**src/include/compat_pkg.sv**
```systemverilog
// constants, types and the address-map decoder for the legacy-compatibility gating block
// assumes a 32-bit AHB-Lite register window and a 16-bit core data address
package compat_pkg;

  // register byte offsets
  localparam logic [7:0] OFF_CTRL   = 8'h00;
  localparam logic [7:0] OFF_RCAUSE = 8'h04;
  localparam logic [7:0] OFF_FEAT   = 8'h08;
  localparam logic [7:0] OFF_ISTAT  = 8'h0c;
  localparam logic [7:0] OFF_IMASK  = 8'h10;
  localparam logic [7:0] OFF_MODE   = 8'h14;

  // control register fields
  localparam int CTRL_XMEM  = 0;
  localparam int CTRL_ASYNC = 1;
  localparam int CTRL_PORTC = 2;
  localparam int CTRL_WDEN  = 3;
  localparam int CTRL_PRE   = 4;
  localparam int CTRL_WDCHG = 7;
  localparam int WD_PRE_W   = 3;
  localparam logic [WD_PRE_W-1:0] WD_PRE_RST = 3'h0;

  // reset-cause register fields
  localparam int RC_POR = 0;
  localparam int RC_EXT = 1;
  localparam int RC_BOD = 2;
  localparam int RC_WDT = 3;
  localparam int RC_TAP = 4;
  localparam int RC_TPD = 7;
  localparam logic [7:0] RC_COMPAT_MASK = 8'h03;
  localparam logic [7:0] RC_FULL_MASK   = 8'h9f;
  localparam logic [7:0] RC_FLAG_MASK   = 8'h1f;

  // interrupt status and mask fields
  localparam int IRQ_WDT = 0;
  localparam int IRQ_OVR = 1;
  localparam int IRQ_SEQ = 2;
  localparam int IRQ_W   = 3;

  // watchdog timing: ticks of the dedicated oscillator, window in bus clocks
  localparam int unsigned WD_OSC_HZ     = 1_000_000;
  localparam logic [2:0]  WD_SEQ_CYCLES = 3'h4;

  // receive occupancy limits
  localparam logic [1:0] RX_DEPTH_COMPAT = 2'h1;
  localparam logic [1:0] RX_DEPTH_NEW    = 2'h2;

  // address map boundaries
  localparam logic [15:0] EXTIO_LO    = 16'h0060;
  localparam logic [15:0] EXTIO_HI    = 16'h00ff;
  localparam logic [15:0] SRAM_LO_NEW = 16'h0100;
  localparam logic [15:0] SRAM_HI_NEW = 16'h10ff;
  localparam logic [15:0] XMEM_NEW    = 16'h1100;
  localparam logic [15:0] XMEM_OLD    = 16'h1000;

  typedef enum logic [1:0] {REG_IO, REG_EXTIO, REG_SRAM, REG_XMEM} region_t;

  typedef struct packed {
    logic compat;
    logic wdt_on;
    logic tap_en;
  } mode_t;

  localparam mode_t MODE_RST = '{compat: 1'b1, wdt_on: 1'b0, tap_en: 1'b0};

  typedef struct packed {
    logic two_wire_port;
    logic serial2;
    logic serial_adv;
    logic self_prog;
    logic xmem_wait;
    logic timer1_cmp3;
    logic timer3;
    logic irq_edge;
    logic rx_fifo;
  } feature_t;

  localparam int FEAT_W = $bits(feature_t);

  typedef struct packed {
    logic tap_pins;
    logic portc_oe_n;
    logic portc_in_ok;
    logic portf_out_ok;
    logic portg_gpio_ok;
    logic strobe_oe_n;
    logic tosc_osc;
  } pins_t;

  localparam pins_t PINS_RST = '{1'b0, 1'b0, 1'b0, 1'b0, 1'b0, 1'b0, 1'b1};

  // which region a core data address falls in, per memory-map mode
  function automatic region_t addr_region(logic [15:0] a, logic compat);
    if (a < EXTIO_LO) return REG_IO;
    if (compat) return (a < XMEM_OLD) ? REG_SRAM : REG_XMEM;
    if (a <= EXTIO_HI) return REG_EXTIO;
    if (a <= SRAM_HI_NEW) return REG_SRAM;
    return REG_XMEM;
  endfunction

endpackage

```
**src/rtl/compat_gating.sv**
```systemverilog
// legacy-compatibility fuse gating: feature enables, memory map, pin ownership, watchdog, reset causes
// assumes static fuse inputs, synchronous event strobes and one AHB-Lite master
//
// Decided for this implementation: the placing of the registers and the AHB-Lite slave port.
module compat_gating
  import compat_pkg::*;
#(
  parameter int unsigned WD_BASE_TICKS = 16384,
  parameter int unsigned WD_CNT_W      = 22
) (
  input  wire logic             hclk,
  input  wire logic             hresetn,
  input  wire logic             clk_en,
  input  wire logic             hsel,
  input  wire logic [31:0]      haddr,
  input  wire logic [1:0]       htrans,
  input  wire logic             hwrite,
  input  wire logic [2:0]       hsize,
  input  wire logic [31:0]      hwdata,
  input  wire logic             hready,
  output logic      [31:0]      hrdata,
  output logic                  hreadyout,
  output logic                  hresp,
  input  wire logic             legacy_compat_fuse,
  input  wire logic             watchdog_always_on_fuse,
  input  wire logic             test_port_enable_fuse,
  input  wire logic             por_cause,
  input  wire logic             ext_cause,
  input  wire logic             bod_cause,
  input  wire logic             tap_cause,
  input  wire logic             wd_osc_tick,
  input  wire logic             wd_kick,
  input  wire logic             rx_byte_in,
  input  wire logic             rx_read,
  input  wire logic [15:0]      mem_addr,
  output feature_t              feature_r,
  output pins_t                 pins_r,
  output region_t               region_r,
  output logic                  wd_reset_req_r,
  output logic                  rx_overrun_flag,
  output logic      [1:0]       rx_level_r,
  output logic                  irq_r
);

  // fuse mode, captured once after reset release
  logic        mode_valid_r;
  mode_t       mode_r;
  always_ff @(posedge hclk or negedge hresetn) begin
    if (!hresetn) begin
      mode_valid_r <= 1'b0;
      mode_r       <= MODE_RST;
    end else if (clk_en && !mode_valid_r) begin
      mode_valid_r <= 1'b1;
      mode_r       <= '{compat: legacy_compat_fuse, wdt_on: watchdog_always_on_fuse,
                        tap_en: test_port_enable_fuse};
    end
  end

  wire compat = mode_r.compat;

  // bus slave: writes without wait, reads with one wait state
  logic        ap_wr_r;
  logic        rd_pend_r;
  logic [7:0]  ap_addr_r;
  logic [31:0] hrdata_r;
  logic        hreadyout_r;
  logic [31:0] rd_mux;
  wire         ap_take = hsel & htrans[1] & hready;
  always_ff @(posedge hclk or negedge hresetn) begin
    if (!hresetn) begin
      ap_wr_r     <= 1'b0;
      rd_pend_r   <= 1'b0;
      ap_addr_r   <= 8'h00;
      hrdata_r    <= 32'h0000_0000;
      hreadyout_r <= 1'b1;
    end else if (clk_en) begin
      ap_wr_r     <= ap_take & hwrite;
      rd_pend_r   <= ap_take & ~hwrite;
      ap_addr_r   <= ap_take ? haddr[7:0] : ap_addr_r;
      hrdata_r    <= rd_pend_r ? rd_mux : hrdata_r;
      hreadyout_r <= ~(ap_take & ~hwrite);
    end
  end
  assign hrdata    = hrdata_r;
  assign hreadyout = hreadyout_r;
  assign hresp     = 1'b0; // constant OKAY

  // write strobes per writable register (feature and mode registers are read-only)
  wire wr_ctrl  = ap_wr_r & (ap_addr_r == OFF_CTRL);
  wire wr_rc    = ap_wr_r & (ap_addr_r == OFF_RCAUSE);
  wire wr_istat = ap_wr_r & (ap_addr_r == OFF_ISTAT);
  wire wr_imask = ap_wr_r & (ap_addr_r == OFF_IMASK);

  // control register and the watchdog change sequence
  logic                xmem_en_r;
  logic                async_sel_r;
  logic                portc_drv_r;
  logic                wd_en_r;
  logic [WD_PRE_W-1:0] wd_pre_r;
  logic [2:0]          seq_cnt_r;
  wire                 w_chg      = hwdata[CTRL_WDCHG];
  wire                 w_en       = hwdata[CTRL_WDEN];
  wire [WD_PRE_W-1:0]  w_pre      = hwdata[CTRL_PRE +: WD_PRE_W];
  wire                 timed_mode = ~compat | mode_r.wdt_on;
  wire                 seq_open   = seq_cnt_r != 3'h0;
  wire                 seq_start  = wr_ctrl & w_chg & timed_mode;
  wire                 wd_apply   = wr_ctrl & (timed_mode ? (~w_chg & seq_open) : 1'b1);
  wire                 wd_reject  = wr_ctrl & timed_mode & ~w_chg & ~seq_open
                                    & ((w_en != wd_en_r) | (w_pre != wd_pre_r));
  wire                 wd_run     = wd_en_r | mode_r.wdt_on;
  wire [2:0]           seq_cnt_nxt = seq_start ? WD_SEQ_CYCLES :
                                     (wd_apply | ~seq_open) ? 3'h0 : seq_cnt_r - 3'h1;
  always_ff @(posedge hclk or negedge hresetn) begin
    if (!hresetn) begin
      xmem_en_r   <= 1'b0;
      async_sel_r <= 1'b0;
      portc_drv_r <= 1'b0;
      wd_en_r     <= 1'b0;
      wd_pre_r    <= WD_PRE_RST;
      seq_cnt_r   <= 3'h0;
    end else if (clk_en) begin
      if (wr_ctrl) begin
        xmem_en_r   <= hwdata[CTRL_XMEM];
        async_sel_r <= hwdata[CTRL_ASYNC];
        portc_drv_r <= hwdata[CTRL_PORTC];
      end
      if (wd_apply) begin
        wd_en_r  <= w_en;
        wd_pre_r <= w_pre;
      end
      seq_cnt_r <= seq_cnt_nxt;
    end
  end

  // watchdog counter on oscillator ticks
  logic [WD_CNT_W-1:0] wd_cnt_r;
  wire  [WD_CNT_W-1:0] wd_limit = WD_CNT_W'(WD_BASE_TICKS) << wd_pre_r;
  wire                 wd_hit   = wd_run & wd_osc_tick & (wd_cnt_r >= wd_limit - WD_CNT_W'(1));
  always_ff @(posedge hclk or negedge hresetn) begin
    if (!hresetn) begin
      wd_cnt_r       <= '0;
      wd_reset_req_r <= 1'b0;
    end else if (clk_en) begin
      if (!wd_run || wd_kick || wd_hit) wd_cnt_r <= '0;
      else if (wd_osc_tick) wd_cnt_r <= wd_cnt_r + WD_CNT_W'(1);
      wd_reset_req_r <= wd_hit;
    end
  end

  // receive occupancy and overrun
  logic       rx_ovr_r;
  wire  [1:0] rx_cap    = compat ? RX_DEPTH_COMPAT : RX_DEPTH_NEW;
  wire        rx_dec    = rx_read & (rx_level_r != 2'h0);
  wire        rx_ovr_ev = rx_byte_in & (rx_level_r == rx_cap) & ~rx_read;
  wire        rx_inc    = rx_byte_in & ~rx_ovr_ev;
  always_ff @(posedge hclk or negedge hresetn) begin
    if (!hresetn) begin
      rx_level_r <= 2'h0;
      rx_ovr_r   <= 1'b0;
    end else if (clk_en) begin
      rx_level_r <= rx_level_r + {1'b0, rx_inc} - {1'b0, rx_dec};
      rx_ovr_r   <= rx_ovr_ev | (rx_ovr_r & ~rx_read);
    end
  end
  assign rx_overrun_flag = rx_ovr_r;

  // reset-cause register: flags write-one-to-clear, disable bit plain
  logic [7:0] rcause_r;
  wire  [7:0] rc_mask = compat ? RC_COMPAT_MASK : RC_FULL_MASK;
  wire  [7:0] rc_raw  = {3'h0, tap_cause, wd_hit, bod_cause, ext_cause, por_cause};
  wire  [7:0] rc_set  = rc_raw & rc_mask & RC_FLAG_MASK;
  wire  [7:0] rc_clr  = wr_rc ? (hwdata[7:0] & rc_mask & RC_FLAG_MASK) : 8'h00;
  wire        tpd_nxt = (wr_rc & ~compat) ? hwdata[RC_TPD] : rcause_r[RC_TPD];
  always_ff @(posedge hclk or negedge hresetn) begin
    if (!hresetn) rcause_r <= 8'h00;
    else if (clk_en) begin
      rcause_r         <= (rcause_r & ~rc_clr) | rc_set;
      rcause_r[RC_TPD] <= tpd_nxt;
    end
  end

  // interrupt status, mask and line
  logic [IRQ_W-1:0] istat_r;
  logic [IRQ_W-1:0] imask_r;
  wire  [IRQ_W-1:0] ev     = {wd_reject, rx_ovr_ev, wd_hit};
  wire  [IRQ_W-1:0] is_clr = wr_istat ? hwdata[IRQ_W-1:0] : '0;
  always_ff @(posedge hclk or negedge hresetn) begin
    if (!hresetn) begin
      istat_r <= '0;
      imask_r <= '0;
      irq_r   <= 1'b0;
    end else if (clk_en) begin
      istat_r <= (istat_r & ~is_clr) | ev; // set wins over clear
      imask_r <= wr_imask ? hwdata[IRQ_W-1:0] : imask_r;
      irq_r   <= |(istat_r & imask_r);
    end
  end

  // feature gating, pin ownership and address map outputs
  wire pins_t pins_nxt = '{
    tap_pins:      mode_r.tap_en & ~rcause_r[RC_TPD],
    portc_oe_n:    ~(compat | portc_drv_r),
    portc_in_ok:   ~compat,
    portf_out_ok:  ~compat,
    portg_gpio_ok: ~compat,
    strobe_oe_n:   ~(compat | xmem_en_r),
    tosc_osc:      compat | async_sel_r
  };
  always_ff @(posedge hclk or negedge hresetn) begin
    if (!hresetn) begin
      feature_r <= '0;
      pins_r    <= PINS_RST;
      region_r  <= REG_IO;
    end else if (clk_en) begin
      feature_r <= feature_t'({FEAT_W{~compat}});
      pins_r    <= pins_nxt;
      region_r  <= addr_region(mem_addr, compat);
    end
  end

  // read data select
  always_comb begin
    rd_mux = 32'h0000_0000;
    if (ap_addr_r == OFF_CTRL) begin
      rd_mux[CTRL_XMEM]                 = xmem_en_r;
      rd_mux[CTRL_ASYNC]                = async_sel_r;
      rd_mux[CTRL_PORTC]                = portc_drv_r;
      rd_mux[CTRL_WDEN]                 = wd_en_r;
      rd_mux[CTRL_PRE +: WD_PRE_W]      = wd_pre_r;
    end else if (ap_addr_r == OFF_RCAUSE) begin
      rd_mux[7:0] = rcause_r & rc_mask;
    end else if (ap_addr_r == OFF_FEAT) begin
      rd_mux[FEAT_W-1:0] = feature_r;
    end else if (ap_addr_r == OFF_ISTAT) begin
      rd_mux[IRQ_W-1:0] = istat_r;
    end else if (ap_addr_r == OFF_IMASK) begin
      rd_mux[IRQ_W-1:0] = imask_r;
    end else if (ap_addr_r == OFF_MODE) begin
      rd_mux[3:0] = {pins_r.tap_pins, mode_r.wdt_on, compat, mode_valid_r};
    end
  end
endmodule

```
**config.mk**
```make
export PLATFORM = sky130hd
export DESIGN_NAME = compat_gating
export DESIGN_NICKNAME = d
export VERILOG_FILES = /design/src/include/compat_pkg.sv /design/src/rtl/compat_gating.sv
export SDC_FILE = /design/constraint.sdc
export NUM_CORES = 1
export LEC_CHECK = 0
export BUFFER_PORTS_ARGS = -buffer_cell sky130_fd_sc_hd__clkbuf_2
export CORE_AREA = 8 8 104 106
export DETAILED_ROUTE_END_ITERATION = 16
export DIE_AREA = 0 0 112 114
export GPL_ROUTABILITY_DRIVEN = 0
export HOLD_SLACK_MARGIN = 0.08
export PLACE_DENSITY = 0.81
export SETUP_SLACK_MARGIN = 0.3
export SLEW_MARGIN = 20
export SYNTH_ARGS = -nofsm -noshare
export SYNTH_HDL_FRONTEND = slang
export SYNTH_SLANG_ARGS = --single-unit
export TNS_END_PERCENT = 30
```
**constraint.sdc**
```tcl
create_clock -name hclk -period 3 [get_ports hclk]
set_clock_uncertainty 0.2 [all_clocks]
set_input_delay 0.6 -clock hclk [delete_from_list [all_inputs] [get_ports hclk]]
set_output_delay 0.6 -clock hclk [all_outputs]
set_load 0.05 [all_outputs]
```
# Yosys cells after proc, flatten, opt, wreduce, memory -nomap -nowiden
# Index checks and enable logic that the tools add are counted.
# totals
word_cells	162
output_inout_bits	57
reg_bits	82
input_bits	102
# op_classes
n_lt_le_gt_ge	5
addsub	5
reduce_logical	17
muxes	43
n_eq_ne	8
bitwise_logic	53
shift	1
# op_table
cell	n
2-to-1 mux 22 bit	2
bitwise AND 1 bit	25
adder 22 x 1 -> 22 bit, second input constant	1
greater-or-equal comparator 22 bit	1
left shift 15 x 3 -> 22 bit, first input constant	1
subtractor 22 x 1 -> 22 bit, second input constant	1
2-to-1 mux 2 bit	10
2-to-1 mux 1 bit	19
equality test 8 x 4 -> 1 bit, second input constant	2
equality test 8 x 5 -> 1 bit, second input constant	2
less-or-equal comparator 16 x 13 -> 1 bit, second input constant	1
less-or-equal comparator 16 x 8 -> 1 bit, second input constant	1
less-than comparator 16 x 13 -> 1 bit, second input constant	1
less-than comparator 16 x 7 -> 1 bit, second input constant	1
2-to-1 mux 8 bit	2
2-to-1 mux 3 bit	5
AND reduction 2 bit	7
bitwise AND 5 bit	2
2-to-1 mux 5 bit	2
inverter 1 bit	10
bitwise AND 8 bit	1
equality test 8 x 3 -> 1 bit, second input constant	1
logical NOT 8 bit	1
2-to-1 mux 4 bit	2
other kinds (20)	31

# Logic depth before layout (Yosys ltp)
# logic_depth
word_depth	16
depth_mapped	10
mapped_depth_nobuf	9

# Worst setup path before layout
# OpenSTA, ideal clock, no wires.
# synth_path
kind	reg-to-reg
startpoint	reg wd_pre_r[1]
endpoint	reg wd_cnt_r[11]
required_ns	2.681
arrival_ns	2.225
setup_slack_ns	0.457
n_path_buf	2
setup_time_ns	0.119
stages_incl_launch_ff	10
cell_sequence	dfrtp_1 > clkbuf_1 > a21oi_1 > ha_1 > nand3_1 > or4_1 > o21a_2 > a31oi_4 > buf_8 > nor2_1
# synth_between
elab_chain_len	7
word_cells_on_any_way	8
cone_classes	1 x add/sub; 1 x order compare; 1 x shift; 1 x mux; 1 x bitwise; 3 x reduce/logical
# synth_lines
item	line_no	rtl
start: declaration	compat_gating.sv:99	logic [WD_PRE_W-1:0] wd_pre_r;
start signal: assignment	compat_gating.sv:129	wd_pre_r <= w_pre;
left shift 15 x 3 -> 22 bit *	compat_gating.sv:137	wire [WD_CNT_W-1:0] wd_limit = WD_CNT_W'(WD_BASE_TICKS) << wd_pre_r;
subtractor 22 x 1 -> 22 bit *	compat_gating.sv:138	wire wd_hit = wd_run & wd_osc_tick & (wd_cnt_r >= wd_limit - WD_CNT_W'(1));
greater-or-equal comparator 22 bit *	compat_gating.sv:138	
bitwise AND 1 bit *	compat_gating.sv:138	
logical OR 1 bit *	compat_gating.sv:144	if (!wd_run || wd_kick || wd_hit) wd_cnt_r <= '0;
nonzero test 2 bit (no line)	n/a	
AND reduction 2 bit (no line)	n/a	
end signal: assignment	compat_gating.sv:145	else if (wd_osc_tick) wd_cnt_r <= wd_cnt_r + WD_CNT_W'(1);
end: declaration	compat_gating.sv:136	logic [WD_CNT_W-1:0] wd_cnt_r;
# Every way passes the cells marked *; elsewhere a longest branch is shown, timed or not.
# A chain may end at the register's enable or synchronous reset.

# Worst setup path in the final report
# layout_path
startpoint	reg wd_pre_r[1]
endpoint	reg wd_cnt_r[0]
# Same word-level chain as after synthesis.

==> flow_summary.rst <==
.. list-table::
   :header-rows: 1

   * - Metric
     - Value
   * - Run status
     - finished clean
   * - Worst vdd rail ir drop
     - 0.000424 V
   * - # port buffers
     - slightly below 80
   * - Post-synthesis sequential element count
     - 80
   * - Site Rows
     - 35
   * - DRC viols
     - 0
   * - Worst setup slack for register-to-register paths
     - 0.37 ns
   * - Post-synth cell types
     - 62
   * - Endpoint of the worst register-to-register path
     - wd_cnt_r[0]
   * - HP Class
     - primary input to asynchronous set/reset pin
   * - Core Box Area
     - 0.00911 mm^2
   * - CP required
     - 3.04 ns
   * - Antenna Violating Nets Remaining
     - 0
   * - Horiz. Die Dim
     - 112 um
   * - RSZ-0062 raised after global routing
     - true
   * - Total GRT Usage
     - 0.167
   * - Area of the mapped netlist
     - 0.00443 mm^2
   * - Floorplan die area
     - 0.0128 mm^2
   * - Wire length after detailed routing
     - 10500 um
   * - Reg-to-reg startpoint
     - wd_pre_r[1]
   * - Register Area
     - 0.00201 mm^2
   * - Cell family contributing the most delay on the critical path
     - compound AO/OA/AOI/OAI gates
   * - Clock edge transition at the registers on the reported setup and hold paths
     - around 0.10 ns
   * - Slew at the pin closest to its max-slew limit
     - 0.731 ns
   * - Area grow syn2layout
     - 12.5%
   * - Worst-path maximum fanout
     - 9
   * - Instance count of the mapped netlist
     - 442
   * - Util after Layout
     - 0.547
   * - Via count of the first global-routing pass
     - 3551
   * - Worst path buffer plus inverter count
     - 0
   * - Launching element type of the critical path
     - register
   * - Number of nets in the layout
     - approximately 630
   * - Overall via count from detail_route
     - 3509
   * - DR pass1 iterations
     - 6
   * - Maximum root-to-sink buffer count
     - 2
   * - Worst slack, placed
     - 0.296 ns
   * - Ys flop type
     - sky130_fd_sc_hd__dfrtp_1
   * - Clock tree root driver cell
     - sky130_fd_sc_hd__clkbuf_8
   * - Avg Inst Size Synth
     - 10.0 um^2
   * - Clk sink count
     - 80
   * - Slowest cell on the critical path
     - sky130_fd_sc_hd__dfrtp_1
   * - Final routed wire length divided by cell count
     - 16.7 um
   * - Capturing element type of the critical path
     - register
   * - Number of hold-repair buffers added at the cts stage
     - 0
   * - Count of final hold-check violations
     - 0
   * - Data arrival, critical path
     - 2.68 ns
   * - DP Wirelength
     - 7720 um
   * - Final clock period utilization by the worst path
     - 0.878
   * - Clock tree from TritonCTS
     - done
   * - Setup-failing EPs final
     - 0
   * - Achievable Freq
     - 0.380 GHz
   * - Max_cap viols
     - 0
   * - Pin count of the biggest net entering global routing
     - 81
   * - List of most frequent post-synthesis cells
     - sky130_fd_sc_hd__dfrtp_1, sky130_fd_sc_hd__nor2_1, sky130_fd_sc_hd__nand2_1
   * - Cell types occupying the most area after synthesis
     - sky130_fd_sc_hd__dfrtp_1, sky130_fd_sc_hd__buf_4, sky130_fd_sc_hd__mux2_2, sky130_fd_sc_hd__nor2_1, sky130_fd_sc_hd__xnor2_1
   * - Top-level I/O count
     - 159
   * - H-tree depth
     - 3
   * - TritonCTS Buffers
     - 9
   * - Crit-path cells
     - a21oi_1 -> ha_1 -> and4_1 -> a2111oi_0 -> or3_1 -> nand2_1 -> o41ai_1
   * - Fraction of layout instances using a drive strength above 1
     - 0.268
   * - First-pass GRT wire length
     - between 15000 and 20000 um
   * - Cell type with the largest total area after synthesis
     - sky130_fd_sc_hd__dfrtp_1
   * - Skew-Pair Late Insertion Delay
     - 0.36 ns
   * - Slew Limit Fails
     - 0
   * - Sequential area share after synthesis
     - 0.453
   * - Max-slew headroom at the worst pin
     - 0.513
   * - Min Tclk post-route
     - 2.63 ns
   * - Fill cell instance count of the final layout
     - 790
   * - Starting utilization of the core area
     - 0.486
   * - Die span in y
     - 114 um
   * - Area occupied by multi-input gates
     - between 0.002 and 0.0025 mm^2
   * - Vias per cell
     - 5.61
   * - EDFF count, synth
     - 0
   * - Worst Reg2Reg Path Length in Cells
     - 7
   * - Slowest cell delay on critical path
     - 0.51 ns
   * - Most used standard cell by instance count after synthesis
     - sky130_fd_sc_hd__dfrtp_1
   * - Remaining global-route overflow
     - 0
   * - Setup TNS Final
     - 0 ns
   * - Inserted Diodes
     - 0
   * - Leakage Power
     - 2.29 nW
   * - Async set-or-reset flop fraction in the synthesized netlist
     - 1.00
   * - Detailed Route Iter0 Violations
     - 171
   * - Power per standard cell area
     - 606 mW/mm^2
   * - Portion of synthesized cell area occupied by the leading cell type
     - 0.435
   * - Count of synthesis-stage warnings from yosys
     - 0
   * - Initial antenna violation count
     - 0
   * - Start-to-end type of the worst setup path
     - register to register
   * - Final WS setup
     - between 0.3 and 0.4 ns
[sequential cells by signal (all words and copies together), names as in the netlist, 3 cells and up]
register   count
ap_addr_r      8
hrdata         9
imask_r        3
istat_r        3
pins_r         5
rcause_r       6
seq_cnt_r      3
wd_cnt_r      22
wd_pre_r       3
[worst register-to-register path, cell delays in order, from the launching register on]
cell and delay [ns]:
sky130_fd_sc_hd__dfrtp_1 0.51, sky130_fd_sc_hd__a21oi_1 0.12, sky130_fd_sc_hd__ha_1 0.33, sky130_fd_sc_hd__and4_1 0.21, sky130_fd_sc_hd__a2111oi_0 0.33, sky130_fd_sc_hd__or3_1 0.28, sky130_fd_sc_hd__nand2_1 0.20, sky130_fd_sc_hd__o41ai_1 0.36
[layer usage]
layer / up-vias / wire length [um] / track usage
met3: 11 / 943 / 0.0491
li1: 1643 / - / -
met2: 160 / 4910 / 0.267
met4: 0 / 136 / 0.0585
met5: - / 0 / 0
met1: 1695 / 4460 / 0.210
[kinds of logic after synthesis]
kind of cell / synth area share
other: 0.00170
multiplexers: 0.0585
AO/OA/AOI/OAI: 0.131
adder cells (fa/ha/maj): 0.0367
AND/OR/NAND/NOR: 0.185
XOR/XNOR: 0.0475
buffers and inverters: 0.0867
flip-flops: 0.453
[how the worst max path moves through the flow]
stage / start / end / slack (ns) / cells past startpoint
final: wd_pre_r[1] / wd_cnt_r[0] / 0.37 / 7
after detailed placement: wd_pre_r[1] / wd_cnt_r[21] / 0.30 / 7
after CTS: wd_pre_r[1] / wd_cnt_r[21] / 0.31 / 7
after global routing: wd_pre_r[1] / wd_cnt_r[0] / 0.19 / 7
after global placement: wd_pre_r[1] / wd_cnt_r[2] / 0.38 / 7
after floorplan: wd_pre_r[1] / wd_cnt_r[11] / 0.46 / 9
[stage by stage]
stage          power [mW]  hold slack, ns  cells  area (um^2)
6_report             3.02          0.0739    626         4980
5_1_grt              3.17           0.128    626         4980
4_1_cts              3.03           0.248    625         4960
3_5_place_dp         2.17           0.264    609         4740
3_3_place_gp         2.13           0.249    609         4740
2_1_floorplan        2.00           0.104    465         4520
[report_power, final]
group	switching, mW	internal, mW	leakage (nW)
Combinational	0.557	0.254	1.16
Clock	0.444	0.421	0.105
Sequential	0.144	1.20	1.02
[what timing repair did]
action | in CTS | in global routing
buffers inserted | 0 | 1
gates resized for setup | 0 | 0
endpoints found under the hold margin | 0 | 0
setup endpoints to repair | 5 | 21
pin swaps | 1 | 1
[cell type report]
cell class / count / area share
Inverter: 17 / 0.0128
Clock inverter: 6 / 0.0151
Timing Repair Buffer: 81 / 0.0872
Clock buffer: 10 / 0.0276
Multi-Input combinational cell: 321 / 0.427
Sequential cell: 80 / 0.403
Tap cell: 111 / 0.0279
[cells in the final DEF (no fill, tap or decap), types with 4 or more instances in the layout]
cell type / instances
sky130_fd_sc_hd__xor2_1: 5
sky130_fd_sc_hd__ha_1: 13
sky130_fd_sc_hd__mux2_2: 23
sky130_fd_sc_hd__a21oi_1: 9
sky130_fd_sc_hd__nor3_1: 15
sky130_fd_sc_hd__dfrtp_1: 77
sky130_fd_sc_hd__o21ai_0: 18
sky130_fd_sc_hd__a21o_1: 5
sky130_fd_sc_hd__clkbuf_2: 76
sky130_fd_sc_hd__a21boi_0: 4
sky130_fd_sc_hd__a31oi_1: 5
sky130_fd_sc_hd__nand3_1: 12
sky130_fd_sc_hd__and2_1: 4
sky130_fd_sc_hd__a22o_1: 7
sky130_fd_sc_hd__clkbuf_8: 10
sky130_fd_sc_hd__xnor2_1: 19
sky130_fd_sc_hd__nand4_1: 10
sky130_fd_sc_hd__a32o_1: 4
sky130_fd_sc_hd__conb_1: 25
sky130_fd_sc_hd__nand2_1: 39
sky130_fd_sc_hd__a22oi_1: 4
sky130_fd_sc_hd__nor2_1: 45
sky130_fd_sc_hd__inv_1: 17
(Power assumes the default switching activity.)
